$ cat src/tar_pkg.sv
package tar_pkg;
  // Register offsets (byte addresses on the plain port)
  localparam logic [7:0] RADIO_STATE_STATUS_ADDR = 8'h01;
  localparam logic [7:0] STATE_CONTROL_ADDR      = 8'h02;
  localparam logic [7:0] TRX_CTRL_ONE_ADDR       = 8'h04;
  localparam logic [7:0] CCA_MODE_ADDR           = 8'h08;
  localparam logic [7:0] CCA_LEVEL_ADDR          = 8'h09;
  localparam logic [7:0] IRQ_MASK_ADDR           = 8'h0E;
  localparam logic [7:0] IRQ_STATUS_ADDR         = 8'h0F;
  localparam logic [7:0] AUTO_ACK_CTRL_ADDR      = 8'h17;
  localparam logic [7:0] RETRY_CTRL_ADDR         = 8'h2C;
  localparam logic [7:0] SEED_LOW_ADDR           = 8'h2D;
  localparam logic [7:0] SEED_HIGH_ADDR          = 8'h2E;
  localparam logic [7:0] BACKOFF_EXP_ADDR        = 8'h2F;

  // State command codes
  localparam logic [4:0] CMD_TX_START   = 5'h02;
  localparam logic [4:0] CMD_FORCE_OFF  = 5'h03;
  localparam logic [4:0] CMD_RADIO_OFF  = 5'h08;
  localparam logic [4:0] CMD_PLL_ON     = 5'h09;
  localparam logic [4:0] CMD_AACK_ON    = 5'h16;
  localparam logic [4:0] CMD_RETRY_ON   = 5'h19;

  // Radio state codes
  localparam logic [4:0] ST_RADIO_OFF   = 5'h08;
  localparam logic [4:0] ST_PLL_ON      = 5'h09;
  localparam logic [4:0] ST_AACK_BUSY   = 5'h11;
  localparam logic [4:0] ST_RETRY_BUSY  = 5'h12;
  localparam logic [4:0] ST_AACK_ON     = 5'h16;
  localparam logic [4:0] ST_RETRY_IDLE  = 5'h19;

  // Transaction result codes
  localparam logic [2:0] RES_SUCCESS    = 3'h0;
  localparam logic [2:0] RES_PENDING    = 3'h1;
  localparam logic [2:0] RES_CHAN_FAIL  = 3'h3;
  localparam logic [2:0] RES_NO_ACK     = 3'h5;
  localparam logic [2:0] RES_INVALID    = 3'h7;

  // Field positions
  localparam int RES_LSB          = 5;
  localparam int CSMA_RETRY_LSB   = 1;
  localparam int FRAME_RETRY_LSB  = 4;
  localparam int ACK_REQ_BIT      = 5;
  localparam logic [2:0] CSMA_NO_ACCESS = 3'h7;

  // Interrupt bit positions
  localparam int IRQ_PLL_LOCK   = 0;
  localparam int IRQ_RX_START   = 2;
  localparam int IRQ_COMPLETION = 3;
  localparam int IRQ_ADDR_MATCH = 5;

  // Reset values
  localparam logic [7:0] RETRY_CTRL_RST  = 8'h38;
  localparam logic [7:0] BACKOFF_EXP_RST = 8'h53;
  localparam logic [7:0] SEED_LOW_RST    = 8'hEA;
  localparam logic [7:0] REG_ZERO_RST    = 8'h00;
  localparam logic [15:0] LFSR_RST       = 16'hACE1;

  // Timing
  localparam int CLK_HZ          = 10_000_000;
  localparam int ACK_WAIT_US     = 864;
  localparam int ACK_WAIT_CYC    = (ACK_WAIT_US * (CLK_HZ / 1_000_000));
  localparam int SYMBOL_NS       = 16_000;
  localparam int SYMBOL_CYC      = SYMBOL_NS / 100;
  localparam int UNIT_BACKOFF_SYM = 20;

  // Radio-side event bundle from the modem
  typedef struct packed {
    logic tx_done;
    logic cca_done;
    logic cca_idle;
    logic rx_phr;
    logic rx_end;
    logic rx_is_ack;
    logic rx_addr_ok;
    logic rx_fcs_ok;
    logic rx_pending;
  } tar_radio_ev_t;

  // Requests to the modem
  typedef struct packed {
    logic tx_go;
    logic cca_go;
    logic rx_enable;
    logic fb_write_en;
  } tar_radio_req_t;
endpackage

$ cat src/tar_top.sv
`timescale 1ns/1ps
// Behaviour
// - Start in retry mode runs channel access, then sends the buffered frame.
// - Busy channel retried to CSMA limit; then abort with result 3.
// - Bit 5 of first payload octet decides whether an ack is expected.
// - With ack expected, receive is enabled after sending to await the ack.
// - Frame buffer is never written during the whole transaction.
// - While awaiting ack, every non-ack frame is discarded.
// - No ack within 864 us repeats whole transaction until frame limit exceeded.
// - All retries without ack give result 5 and completion interrupt.
// - Valid ack gives result 0, or 1 when its pending flag is set.
// - No ack requested: completion right after sending, result success.
// - CSMA limit 7 skips channel access and tries only once.
// - Status reads busy-retry during transaction, then retry-idle.
// - Completion interrupt only after the whole transaction ends.
// - Auto-ack receive raises start, address-match, and completion on good FCS.
// - Completion withheld for frames failing address filter or FCS.
// - Ack frames never raise address-match or completion.
// - Entering an extended mode from radio-off raises PLL lock interrupt.
// - Starting a procedure sets the result to invalid, code 7.
module tar_top (
  // Clock and reset
  input  wire logic                    clk,
  input  wire logic                    rstn,
  input  wire logic                    clk_en,
  // Register port
  input  wire logic [7:0]              reg_addr,
  input  wire logic [7:0]              reg_wdata,
  input  wire logic                    reg_wr,
  input  wire logic                    reg_rd,
  output logic      [7:0]              reg_rdata,
  // Pins
  input  wire logic                    sleep_transmit_pin,
  output logic                         irq_out,
  // Modem side
  input  wire tar_pkg::tar_radio_ev_t  radio_ev,
  input  wire logic [7:0]              fb_first_octet,
  output tar_pkg::tar_radio_req_t      radio_req
);

  typedef enum logic [2:0] {
    TAR_IDLE   = 3'b000,
    TAR_BACK   = 3'b001,
    TAR_CCA    = 3'b011,
    TAR_SEND   = 3'b010,
    TAR_ACKW   = 3'b110,
    TAR_DONE   = 3'b111
  } tar_state_t;

  tar_state_t  st_q;
  logic [4:0]  mode_q;
  logic [2:0]  result_q;
  logic [7:0]  ctrl1_q, cca_mode_q, cca_thr_q, mask_q, irq_st_q, aack_q;
  logic [7:0]  retry_q, seed_lo_q, seed_hi_q, be_q;
  logic [2:0]  csma_cnt_q;
  logic [3:0]  frame_cnt_q;
  logic [15:0] lfsr_q;
  logic [15:0] wait_q;
  logic [7:0]  bo_units_q;
  logic [7:0]  sym_q;
  logic [1:0]  slp_sync_q;
  logic        slp_prev_q;
  logic [7:0]  irq_set;
  logic        start_evt;
  logic        wr_cmd;
  logic [2:0]  max_csma;
  logic [3:0]  max_frame;
  logic        no_csma;
  logic [2:0]  csma_cnt_inc;
  logic [3:0]  frame_cnt_inc;

  // Back-off units drawn from random bits, masked to 2^min(BE,8) - 1
  function automatic logic [7:0] tar_backoff(input logic [15:0] rnd, input logic [3:0] be);
    logic [7:0] m;
    m = 8'hFF >> (4'd8 - ((be > 4'd8) ? 4'd8 : be));
    return rnd[7:0] & m;
  endfunction

  assign max_csma      = retry_q[tar_pkg::CSMA_RETRY_LSB +: 3];
  assign max_frame     = retry_q[tar_pkg::FRAME_RETRY_LSB +: 4];
  assign no_csma       = (max_csma == tar_pkg::CSMA_NO_ACCESS);
  assign csma_cnt_inc  = csma_cnt_q + 3'd1;
  assign frame_cnt_inc = frame_cnt_q + 4'd1;
  assign wr_cmd        = reg_wr && (reg_addr == tar_pkg::STATE_CONTROL_ADDR);

  // Pin synchroniser; edge taken from the second stage only
  always_ff @(posedge clk or negedge rstn) begin
    if (!rstn) begin
      slp_sync_q <= 2'b00;
      slp_prev_q <= 1'b0;
    end else if (clk_en) begin
      slp_sync_q <= {slp_sync_q[0], sleep_transmit_pin};
      slp_prev_q <= slp_sync_q[1];
    end
  end

  // Start by pin rising edge or transmit-start command
  assign start_evt = (mode_q == tar_pkg::ST_RETRY_IDLE) && (st_q == TAR_IDLE) &&
                     ((slp_sync_q[1] && !slp_prev_q) ||
                      (wr_cmd && reg_wdata[4:0] == tar_pkg::CMD_TX_START));

  // Configuration registers
  always_ff @(posedge clk or negedge rstn) begin
    if (!rstn) begin
      ctrl1_q    <= tar_pkg::REG_ZERO_RST;
      cca_mode_q <= tar_pkg::REG_ZERO_RST;
      cca_thr_q  <= tar_pkg::REG_ZERO_RST;
      mask_q     <= tar_pkg::REG_ZERO_RST;
      aack_q     <= tar_pkg::REG_ZERO_RST;
      retry_q    <= tar_pkg::RETRY_CTRL_RST;
      seed_lo_q  <= tar_pkg::SEED_LOW_RST;
      seed_hi_q  <= tar_pkg::REG_ZERO_RST;
      be_q       <= tar_pkg::BACKOFF_EXP_RST;
    end else if (clk_en && reg_wr) begin
      if (reg_addr == tar_pkg::TRX_CTRL_ONE_ADDR) begin
        ctrl1_q <= reg_wdata;
      end else if (reg_addr == tar_pkg::CCA_MODE_ADDR) begin
        cca_mode_q <= reg_wdata;
      end else if (reg_addr == tar_pkg::CCA_LEVEL_ADDR) begin
        cca_thr_q <= reg_wdata;
      end else if (reg_addr == tar_pkg::IRQ_MASK_ADDR) begin
        mask_q <= reg_wdata;
      end else if (reg_addr == tar_pkg::AUTO_ACK_CTRL_ADDR) begin
        aack_q <= reg_wdata;
      end else if (reg_addr == tar_pkg::RETRY_CTRL_ADDR) begin
        retry_q <= reg_wdata;
      end else if (reg_addr == tar_pkg::SEED_LOW_ADDR) begin
        seed_lo_q <= reg_wdata;
      end else if (reg_addr == tar_pkg::SEED_HIGH_ADDR) begin
        seed_hi_q <= reg_wdata;
      end else if (reg_addr == tar_pkg::BACKOFF_EXP_ADDR) begin
        be_q <= reg_wdata;
      end
    end
  end

  // Radio mode: commands move between off, PLL-on and the extended modes
  always_ff @(posedge clk or negedge rstn) begin
    if (!rstn) begin
      mode_q <= tar_pkg::ST_RADIO_OFF;
    end else if (clk_en && wr_cmd) begin
      if (reg_wdata[4:0] == tar_pkg::CMD_FORCE_OFF ||
          reg_wdata[4:0] == tar_pkg::CMD_RADIO_OFF) begin
        mode_q <= tar_pkg::ST_RADIO_OFF;
      end else if (st_q == TAR_IDLE && reg_wdata[4:0] == tar_pkg::CMD_PLL_ON) begin
        mode_q <= tar_pkg::ST_PLL_ON;
      end else if (st_q == TAR_IDLE && reg_wdata[4:0] == tar_pkg::CMD_RETRY_ON) begin
        mode_q <= tar_pkg::ST_RETRY_IDLE;
      end else if (st_q == TAR_IDLE && reg_wdata[4:0] == tar_pkg::CMD_AACK_ON) begin
        mode_q <= tar_pkg::ST_AACK_ON;
      end
    end
  end

  // Interrupt events of this cycle
  always_comb begin
    irq_set = 8'h00;
    if (wr_cmd && mode_q == tar_pkg::ST_RADIO_OFF && st_q == TAR_IDLE &&
        (reg_wdata[4:0] == tar_pkg::CMD_RETRY_ON ||
         reg_wdata[4:0] == tar_pkg::CMD_AACK_ON)) begin
      irq_set[tar_pkg::IRQ_PLL_LOCK] = 1'b1;
    end
    if (mode_q == tar_pkg::ST_AACK_ON) begin
      irq_set[tar_pkg::IRQ_RX_START]   = radio_ev.rx_phr;
      irq_set[tar_pkg::IRQ_ADDR_MATCH] = radio_ev.rx_end && radio_ev.rx_addr_ok &&
                                         !radio_ev.rx_is_ack;
      irq_set[tar_pkg::IRQ_COMPLETION] = radio_ev.rx_end && radio_ev.rx_addr_ok &&
                                         radio_ev.rx_fcs_ok && !radio_ev.rx_is_ack;
    end
    if (st_q == TAR_DONE) begin
      irq_set[tar_pkg::IRQ_COMPLETION] = 1'b1;
    end
  end

  // Sticky interrupt status, cleared by reading; a new event wins over the clear
  always_ff @(posedge clk or negedge rstn) begin
    if (!rstn) begin
      irq_st_q <= tar_pkg::REG_ZERO_RST;
      irq_out  <= 1'b0;
    end else if (clk_en) begin
      if (reg_rd && reg_addr == tar_pkg::IRQ_STATUS_ADDR) begin
        irq_st_q <= irq_set;
      end else begin
        irq_st_q <= irq_st_q | irq_set;
      end
      irq_out <= |((irq_st_q | irq_set) & mask_q);
    end
  end

  // Random source seeded from the seed registers
  always_ff @(posedge clk or negedge rstn) begin
    if (!rstn) begin
      lfsr_q <= tar_pkg::LFSR_RST;
    end else if (clk_en) begin
      if (reg_wr && (reg_addr == tar_pkg::SEED_LOW_ADDR)) begin
        lfsr_q <= {seed_hi_q, reg_wdata} | 16'h0001;
      end else begin
        lfsr_q <= {lfsr_q[14:0], lfsr_q[15] ^ lfsr_q[13] ^ lfsr_q[12] ^ lfsr_q[10]};
      end
    end
  end

  // Retry-transmit sequencer
  always_ff @(posedge clk or negedge rstn) begin
    if (!rstn) begin
      st_q        <= TAR_IDLE;
      result_q    <= tar_pkg::RES_SUCCESS;
      csma_cnt_q  <= 3'd0;
      frame_cnt_q <= 4'd0;
      wait_q      <= 16'd0;
      bo_units_q  <= 8'd0;
      sym_q       <= 8'd0;
      radio_req   <= '0;
    end else if (clk_en) begin
      radio_req.tx_go       <= 1'b0;
      radio_req.cca_go      <= 1'b0;
      radio_req.fb_write_en <= 1'b0;
      case (st_q)
        TAR_IDLE: begin
          if (start_evt) begin
            result_q    <= tar_pkg::RES_INVALID;
            frame_cnt_q <= 4'd0;
            csma_cnt_q  <= 3'd0;
            if (no_csma) begin
              st_q            <= TAR_SEND;
              radio_req.tx_go <= 1'b1;
            end else begin
              st_q       <= TAR_BACK;
              bo_units_q <= tar_backoff(lfsr_q, be_q[3:0]);
              sym_q      <= 8'd0;
              wait_q     <= 16'd0;
            end
          end else if (wr_cmd && (reg_wdata[4:0] == tar_pkg::CMD_RETRY_ON ||
                                  reg_wdata[4:0] == tar_pkg::CMD_AACK_ON)) begin
            result_q <= tar_pkg::RES_INVALID;
          end
        end
        TAR_BACK: begin
          if (bo_units_q == 8'd0) begin
            st_q             <= TAR_CCA;
            radio_req.cca_go <= 1'b1;
          end else if (wait_q == 16'(tar_pkg::SYMBOL_CYC - 1)) begin
            wait_q <= 16'd0;
            if (sym_q == 8'(tar_pkg::UNIT_BACKOFF_SYM - 1)) begin
              sym_q      <= 8'd0;
              bo_units_q <= bo_units_q - 8'd1;
            end else begin
              sym_q <= sym_q + 8'd1;
            end
          end else begin
            wait_q <= wait_q + 16'd1;
          end
        end
        TAR_CCA: begin
          if (radio_ev.cca_done) begin
            if (radio_ev.cca_idle) begin
              st_q            <= TAR_SEND;
              radio_req.tx_go <= 1'b1;
            end else if (csma_cnt_q >= max_csma) begin
              result_q <= tar_pkg::RES_CHAN_FAIL;
              st_q     <= TAR_DONE;
            end else begin
              csma_cnt_q <= csma_cnt_inc;
              st_q       <= TAR_BACK;
              bo_units_q <= tar_backoff(lfsr_q, be_q[3:0]);
            end
          end
        end
        TAR_SEND: begin
          if (radio_ev.tx_done) begin
            frame_cnt_q <= frame_cnt_inc;
            wait_q      <= 16'd0;
            if (fb_first_octet[tar_pkg::ACK_REQ_BIT]) begin
              st_q                <= TAR_ACKW;
              radio_req.rx_enable <= 1'b1;
            end else begin
              result_q <= tar_pkg::RES_SUCCESS;
              st_q     <= TAR_DONE;
            end
          end
        end
        TAR_ACKW: begin
          wait_q <= wait_q + 16'd1;
          if (radio_ev.rx_end && radio_ev.rx_is_ack && radio_ev.rx_fcs_ok) begin
            result_q            <= radio_ev.rx_pending ? tar_pkg::RES_PENDING
                                                       : tar_pkg::RES_SUCCESS;
            st_q                <= TAR_DONE;
            radio_req.rx_enable <= 1'b0;
          end else if (wait_q == 16'(tar_pkg::ACK_WAIT_CYC - 1)) begin
            radio_req.rx_enable <= 1'b0;
            if (no_csma || frame_cnt_q > max_frame) begin
              result_q <= tar_pkg::RES_NO_ACK;
              st_q     <= TAR_DONE;
            end else begin
              csma_cnt_q <= 3'd0;
              st_q       <= TAR_BACK;
              bo_units_q <= tar_backoff(lfsr_q, be_q[3:0]);
              sym_q      <= 8'd0;
              wait_q     <= 16'd0;
            end
          end
          // Other received frames are simply ignored here
        end
        TAR_DONE: begin
          st_q <= TAR_IDLE;
        end
        default: begin
          st_q <= TAR_IDLE;
        end
      endcase
    end
  end

  // Read port, data one cycle after the strobe
  always_ff @(posedge clk or negedge rstn) begin
    if (!rstn) begin
      reg_rdata <= 8'h00;
    end else if (clk_en) begin
      if (!reg_rd) begin
        reg_rdata <= 8'h00;
      end else if (reg_addr == tar_pkg::RADIO_STATE_STATUS_ADDR) begin
        reg_rdata <= {3'b000, (st_q != TAR_IDLE) ? tar_pkg::ST_RETRY_BUSY : mode_q};
      end else if (reg_addr == tar_pkg::STATE_CONTROL_ADDR) begin
        reg_rdata <= {result_q, 5'h00};
      end else if (reg_addr == tar_pkg::TRX_CTRL_ONE_ADDR) begin
        reg_rdata <= ctrl1_q;
      end else if (reg_addr == tar_pkg::CCA_MODE_ADDR) begin
        reg_rdata <= cca_mode_q;
      end else if (reg_addr == tar_pkg::CCA_LEVEL_ADDR) begin
        reg_rdata <= cca_thr_q;
      end else if (reg_addr == tar_pkg::IRQ_MASK_ADDR) begin
        reg_rdata <= mask_q;
      end else if (reg_addr == tar_pkg::IRQ_STATUS_ADDR) begin
        reg_rdata <= irq_st_q;
      end else if (reg_addr == tar_pkg::AUTO_ACK_CTRL_ADDR) begin
        reg_rdata <= aack_q;
      end else if (reg_addr == tar_pkg::RETRY_CTRL_ADDR) begin
        reg_rdata <= retry_q;
      end else if (reg_addr == tar_pkg::SEED_LOW_ADDR) begin
        reg_rdata <= seed_lo_q;
      end else if (reg_addr == tar_pkg::SEED_HIGH_ADDR) begin
        reg_rdata <= seed_hi_q;
      end else if (reg_addr == tar_pkg::BACKOFF_EXP_ADDR) begin
        reg_rdata <= be_q;
      end else begin
        reg_rdata <= 8'h00;
      end
    end
  end

  // Checks
  property p_fb_never_written;
    @(posedge clk) disable iff (!rstn) radio_req.fb_write_en == 1'b0;
  endproperty
  a_fb_never_written: assert property (p_fb_never_written) else $error("buffer written");

  property p_start_invalid;
    @(posedge clk) disable iff (!rstn) (clk_en && start_evt) |=> result_q == tar_pkg::RES_INVALID;
  endproperty
  a_start_invalid: assert property (p_start_invalid) else $error("result not invalid");

  property p_nocsma_direct;
    @(posedge clk) disable iff (!rstn)
      (clk_en && start_evt && no_csma) |=> (st_q == TAR_SEND && radio_req.tx_go);
  endproperty
  a_nocsma_direct: assert property (p_nocsma_direct) else $error("csma not skipped");

  property p_done_irq;
    @(posedge clk) disable iff (!rstn)
      (clk_en && st_q == TAR_DONE) |=> irq_st_q[tar_pkg::IRQ_COMPLETION];
  endproperty
  a_done_irq: assert property (p_done_irq) else $error("no completion irq");

  property p_chan_fail;
    @(posedge clk) disable iff (!rstn)
      (clk_en && st_q == TAR_CCA && radio_ev.cca_done && !radio_ev.cca_idle &&
       csma_cnt_q >= max_csma) |=> (result_q == tar_pkg::RES_CHAN_FAIL && st_q == TAR_DONE);
  endproperty
  a_chan_fail: assert property (p_chan_fail) else $error("no access failure");

  property p_ack_pending;
    @(posedge clk) disable iff (!rstn)
      (clk_en && st_q == TAR_ACKW && radio_ev.rx_end && radio_ev.rx_is_ack &&
       radio_ev.rx_fcs_ok && radio_ev.rx_pending) |=> result_q == tar_pkg::RES_PENDING;
  endproperty
  a_ack_pending: assert property (p_ack_pending) else $error("pending not reported");

  property p_noack_success;
    @(posedge clk) disable iff (!rstn)
      (clk_en && st_q == TAR_SEND && radio_ev.tx_done && !fb_first_octet[tar_pkg::ACK_REQ_BIT])
      |=> (result_q == tar_pkg::RES_SUCCESS && st_q == TAR_DONE);
  endproperty
  a_noack_success: assert property (p_noack_success) else $error("no-ack path wrong");

  property p_ack_rx_on;
    @(posedge clk) disable iff (!rstn)
      (clk_en && st_q == TAR_SEND && radio_ev.tx_done && fb_first_octet[tar_pkg::ACK_REQ_BIT])
      |=> (st_q == TAR_ACKW && radio_req.rx_enable);
  endproperty
  a_ack_rx_on: assert property (p_ack_rx_on) else $error("receive not enabled");

  property p_ack_no_match;
    @(posedge clk) disable iff (!rstn)
      radio_ev.rx_is_ack |-> !irq_set[tar_pkg::IRQ_ADDR_MATCH];
  endproperty
  a_ack_no_match: assert property (p_ack_no_match) else $error("ack raised match");

  c_success: cover property (@(posedge clk) disable iff (!rstn)
    st_q == TAR_DONE && result_q == tar_pkg::RES_SUCCESS);
  c_noack: cover property (@(posedge clk) disable iff (!rstn)
    st_q == TAR_DONE && result_q == tar_pkg::RES_NO_ACK);
  c_chan: cover property (@(posedge clk) disable iff (!rstn)
    st_q == TAR_DONE && result_q == tar_pkg::RES_CHAN_FAIL);
  c_backoff: cover property (@(posedge clk) disable iff (!rstn)
    st_q == TAR_BACK && bo_units_q != 8'd0);
endmodule

$ cat config.mk
export PLATFORM = sky130hd
export DESIGN_NAME = tar_top
export DESIGN_NICKNAME = d
export VERILOG_FILES = /design/src/tar_pkg.sv /design/src/tar_top.sv
export SDC_FILE = /design/constraint.sdc
export NUM_CORES = 1
export LEC_CHECK = 0
export ABC_AREA = 1
export BUFFER_PORTS_ARGS = -buffer_cell sky130_fd_sc_hd__buf_2
export CAP_MARGIN = 5
export CORE_ASPECT_RATIO = 0.75
export CORE_MARGIN = 4
export CORE_UTILIZATION = 41
export CTS_BUF_LIST = sky130_fd_sc_hd__clkbuf_16
export DETAILED_ROUTE_END_ITERATION = 8
export SETUP_SLACK_MARGIN = 0.15
export SLEW_MARGIN = 5
export SYNTH_ARGS = -nofsm -noshare
export SYNTH_HDL_FRONTEND = slang
export SYNTH_SLANG_ARGS = --single-unit
$ cat constraint.sdc
create_clock -name clk -period 4.8 [get_ports clk]
set_input_delay 0.48 -clock clk [delete_from_list [all_inputs] [get_ports clk]]
set_output_delay 0.48 -clock clk [all_outputs]
set_load 0.01 [all_outputs]
==> Yosys cells after proc, flatten, opt, wreduce, memory -nomap -nowiden <==
Cells that the tools add are included.
{ "word_totals": {"ff_bits": 161, "input_bits": 39, "out_inout_bits": 13, "elab_cells": 259} }
{ "op_classes": {"n_addsub": 6, "order_cmp": 3, "n_eq_ne": 49, "shifts": 1, "mux": 102, "bitwise_logic": 14, "n_reduce_logical": 58} }
{ "ops": {"columns": ["op", "count"], "rows": [
  ["8-bit two-way mux", 33],
  ["16-bit two-way mux", 9],
  ["3-bit two-way mux", 26],
  ["16-bit one-hot mux with 4 select lines", 1],
  ["8-bit by 4-bit == test with 1-bit output (second input constant)", 4],
  ["8-bit by 6-bit == test with 1-bit output (second input constant)", 4],
  ["2-bit inequality test (second input constant)", 16],
  ["8-bit one-hot mux with 4 select lines", 1],
  ["9-bit AND reduction", 3],
  ["5-bit two-way mux", 5],
  ["8-bit one-hot mux with 3 select lines", 1],
  ["1-bit logical AND", 22],
  ["5-bit == test (second input constant)", 4],
  ["10-bit AND reduction", 2],
  ["6-bit AND reduction", 3],
  ["16-bit by 1-bit adder with 16-bit output (second input constant)", 1],
  ["8-bit AND", 2],
  ["16-bit by 14-bit == test with 1-bit output (second input constant)", 1],
  ["16-bit by 8-bit == test with 1-bit output (second input constant)", 1],
  ["8-bit by 5-bit == test with 1-bit output (second input constant)", 2],
  ["4-bit nonzero test", 4],
  ["5-bit by 4-bit == test with 1-bit output (second input constant)", 3],
  ["1-bit two-way mux", 15],
  ["3-bit one-hot mux with 5 select lines", 1],
  ["41 further kinds", 69]
]} }

==> Depth between registers and ports, before layout <==
{ "depth": {"word_depth": 14, "ltp_mapped": 16, "ltp_nobuf": 15} }

==> Worst setup path before layout <==
Ideal clock, no wire load.
{ "synth_timing": {"path_kind": "flip-flop to flip-flop", "from": "register retry_q[5]", "to": "register bo_units_q[4]", "setup_time_ps": 121, "arrival_ps": 1900, "t_required_ps": 4679, "path_slack_ps": 2779, "path_stages_with_launch": 14, "n_path_buf": 1, "synth_period_minus_slack_ps": 2021, "cell_sequence": "dfstp_2 -> inv_1 -> ha_1 -> a21oi_1 -> o21ai_0 -> o21ai_0 -> nand2_1 -> nand2_1 -> nand2_1 -> nor2_4 -> nand2_2 -> buf_6 -> nand2_1 -> o21ai_2"} }
{ "synth_between": {"elab_chain_cells": 4} }
{ "synth_rtl": {"columns": ["item", "line_no", "rtl"], "rows": [
  ["start, declared", "tar_top.sv:54", "logic [7:0] retry_q, seed_lo_q, seed_hi_q, be_q;"],
  ["start signal, assigned", "tar_top.sv:110", "retry_q <= tar_pkg::RETRY_CTRL_RST;"],
  ["start signal, assigned", "tar_top.sv:126", "retry_q <= reg_wdata;"],
  ["4-bit > comparator", "tar_top.sv:291", "if (no_csma || frame_cnt_q > max_frame) begin"],
  ["1-bit logical OR", "tar_top.sv:291", null],
  ["2-bit inequality test (no source line)", null, null],
  ["13-bit AND reduction (no source line)", null, null],
  ["end signal, assigned", "tar_top.sv:246", "bo_units_q <= bo_units_q - 8'd1;"],
  ["end signal, assigned", "tar_top.sv:265", "bo_units_q <= tar_backoff(lfsr_q, be_q[3:0]);"],
  ["end signal, assigned", "tar_top.sv:297", "bo_units_q <= tar_backoff(lfsr_q, be_q[3:0]);"],
  ["end, declared", "tar_top.sv:59", "logic [7:0] bo_units_q;"]
]} }
Every way passes these cells.
A chain may end at the register's enable or synchronous reset.

==> Worst setup path after layout <==
{ "layout_timing": {"from": "register st_q[2]", "to": "register sym_q[1]"} }
{ "layout_between": {"elab_chain_cells": 5, "word_cells_on_any_way": 15, "classes_between": "eq/ne: 9; mux: 1; reduce/logical: 5"} }
{ "layout_rtl": {"columns": ["item", "line_no", "rtl"], "rows": [
  ["start, declared", "tar_top.sv:50", "tar_state_t st_q;"],
  ["start signal, assigned", "tar_top.sv:206", "st_q <= TAR_IDLE;"],
  ["start signal, assigned", "tar_top.sv:225", "st_q <= TAR_SEND;"],
  ["start signal, assigned", "tar_top.sv:228", "st_q <= TAR_BACK;"],
  ["3-bit logical NOT", "tar_top.sv:98, tar_top.sv:218", null],
  ["1-bit logical AND (2 in a row)", "tar_top.sv:98", "assign start_evt = (mode_q == tar_pkg::ST_RETRY_IDLE) && (st_q == TAR_IDLE) &&"],
  ["2-bit inequality test (no source line)", null, null],
  ["9-bit AND reduction (no source line)", null, null],
  ["end signal, assigned", "tar_top.sv:248", "sym_q <= sym_q + 8'd1;"],
  ["end, declared", "tar_top.sv:60", "logic [7:0] sym_q;"]
]} }
Parallel ways exist; a longest one is shown, timed or not.

==> metrics <==
Worst Setup Start Kind flip-flop; Top FF cell, synth dfrtp_1; DRC viols 0; Worst path most repeated cell nand2_1; I/O pins 52; cts hold-fix bufs 0; Commonest cells post-synth nand2_1 (360), o21ai_0 (149), dfrtp_1 (135); status finished, final reports clean; Switching Share 0.361; Die W 177 um; H-Tree Depth 4; largest net degree at the start of global routing 81; top cell type's share of synthesized area 0.385; clock root buffer clkbuf_16; area grow syn2layout 12.3%; number of synthesized flops with an enable pin 0; CP max FO 17; Critical Path Slowest Stage Cell nor3_4; WL final 24,100 um; worst r2r dst sym_q[1]; Post-Syn Nets 1,232; Seq/Total Area, Yosys 0.448; PwrDens 416 nW/um^2; Peak VDD IR 0.236 mV; most common cell in the netlist nand2_1; port bufs 43; gp weighted congestion 0.934; Finish-stage setup viols 0; final net count 1,271; Starting Density 0.416; Antenna Nets Post-Route 0; Tcrit/Tclk final 0.564; Worst Skew 0.00622 ns; wire length per cell after detailed routing 15.9 um; count of different cell masters after synthesis 48; Seq pwr share 0.387; Max Fclk 369 MHz; Clock Pin Slew Worst Setup and Hold Paths 0.07 ns; RSZ-0062 raised after global routing no; first-pass GRT wire length 39,200 um; Area after DPL 9250 sq um; Final Instance Area 9840 sq um; diodes inserted 0; Post-Syn Area 8770 sq um; Cells after Synth 1,177; Synth Area per Inst 7.45 sq um; top flop regs lfsr_q: 16 flops, wait_q: 16 flops; crit-path leading delay family simple AND/OR/NAND/NOR gates; total power 4.09 mW; crit path DAT 3.02 ns; Vert. Die Dim 135 um; drt via density 5.21; Max-Cap Viols 0; Die Area 23,800 sq um; initial drt markers 714; leak pwr 4.81 nW; Crit Reg-Reg Startpoint st_q[2]; Vias 7,904; YS warnings 0; Critical Path RT 5.12 ns; overall global routing resource usage 0.208; Hold Path Class input port to asynchronous set/reset pin; proportion of power drawn by the clock network 0.342; clk_lat worst skew 0.42 ns; Pre-antenna DRT Iters 7; Post-CTS Resized 0; final total negative setup slack 0 ns; Worst R2R Path Depth 10; Psw 1.48 mW; Layout fillers 2,194; Buf+Inv Stages, Crit Path 2; fin. max-slew vios 0; setup repair bufs after CTS 0; CP Capture Type flip-flop; area leader, netlist dfrtp_1; synthesis-stage register bit count 156; slew margin rel. 0.372; gr ovfl total 0; combinational share of power 0.270; CTS tree done; clk sinks 156; worst slew pin tran 0.934 ns; Clock Path Buffers 2; # rows 46; share of layout cells above drive strength 1 0.126; Util after Layout 0.467; initial antenna violation count 0; crit-path cells nor3_4 -> inv_2 -> nand2_2 -> inv_2 -> nand2_1 -> nand2_1 -> nor2_1 -> nand3_2 -> nand2_1 -> nand2_1; Num CTS Buffers 17; largest cells by area after synthesis dfrtp_1 (39%), nand2_1 (15%), o21ai_0 (8.5%), dfstp_2 (6.3%), inv_1 (5.2%); core region area 21,100 sq um; Pint 2.61 mW; Post-DP HPWL 17,500 um; final count of hold timing violations 0; vias in the first global route 7,398; FFs w/ async S/R, synth 1.00; peak per-stage delay on the critical path 0.72 ns; FF-to-FF setup slack 2.09 ns; fin crit period 2.71 ns; Crit Path Category flip-flop to flip-flop
cells in the final DEF (no fill, tap or decap), types with 3 or more instances in the layout:
master / instances
nand2_1: 360
o21ai_0: 149
dfrtp_1: 135
inv_1: 122
nor2_1: 84
nand3_1: 61
a21oi_1: 44
buf_2: 42
nand4_1: 24
dfstp_2: 21
nor3_1: 19
clkbuf_16: 17
ha_1: 16
or2_2: 12
nand2_2: 9
xor2_1: 9
o22ai_1: 9
inv_2: 8
nor2_2: 7
a31oi_1: 6
o21ai_2: 5
nor4_1: 5
nand3b_1: 4
o21ai_1: 4
xnor2_1: 4
nor2_4: 3
nand3_2: 3
inv_6: 3
clkinvlp_4: 3
bufinv_16: 3
buf_4: 3
power by group through the flow:
stage,logic [mW],registers [mW],clock network [mW]
floorplan,0.820,1.58,0
global placement,1.09,1.60,0
detailed placement,1.10,1.61,0
CTS,1.11,1.59,1.42
global route,1.26,1.61,1.48
finish,1.11,1.59,1.40
metal layers:
layer / vias to the layer above / routed length (um) / track usage
met2: 209 / 9940 / 0.299
met5: - / 0 / 0
met4: 0 / 222 / 0.0417
met3: 15 / 1480 / 0.0423
met1: 3751 / 12400 / 0.325
li1: 3929 / - / -
area by class of cell:
type	count	area, sq um	area share
Sequential cell	156	3930	0.399
Tap cell	288	360	0.0366
Timing Repair Buffer	46	244	0.0248
Multi-Input combinational cell	864	4220	0.428
Clock buffer	17	425	0.0432
Inverter	131	495	0.0503
Clock inverter	15	173	0.0175
worst max-delay path by stage:
stage          slack [ns]             to  depth (start not counted)        start
2_1_floorplan        2.78  bo_units_q[4]                         13   retry_q[5]
3_3_place_gp         1.85      lfsr_q[1]                          9  reg_addr[6]
3_5_place_dp         1.83      lfsr_q[2]                          9  reg_addr[6]
4_1_cts              2.08       sym_q[1]                         10      st_q[1]
5_1_grt              1.87       sym_q[6]                         10      st_q[1]
6_report             2.09       sym_q[1]                         10      st_q[2]
cell families (layout without fill, tap and decap cells):
kind of cell	count (synthesis)	count (layout)	share of synthesized area
and+or+nand+nor	607	607	0.308
buffers and inverters	157	209	0.0708
xor gates and xnor gates	13	13	0.0130
other	1	1	0.000428
adders and majority gates	16	16	0.0228
DFF	156	156	0.448
AOI/OAI and AO/OA	227	227	0.137
through the flow:
step | instances | hold slack [ns] | worst slack [ns]
after floorplan | 1177 | 0.184 | 2.78
after global placement | 1485 | 0.459 | 1.85
after detailed placement | 1485 | 0.464 | 1.83
after CTS | 1517 | 0.130 | 2.08
after global routing | 1517 | 0.145 | 1.87
final | 1517 | 0.0960 | 2.09
(Power assumes the default switching activity.)
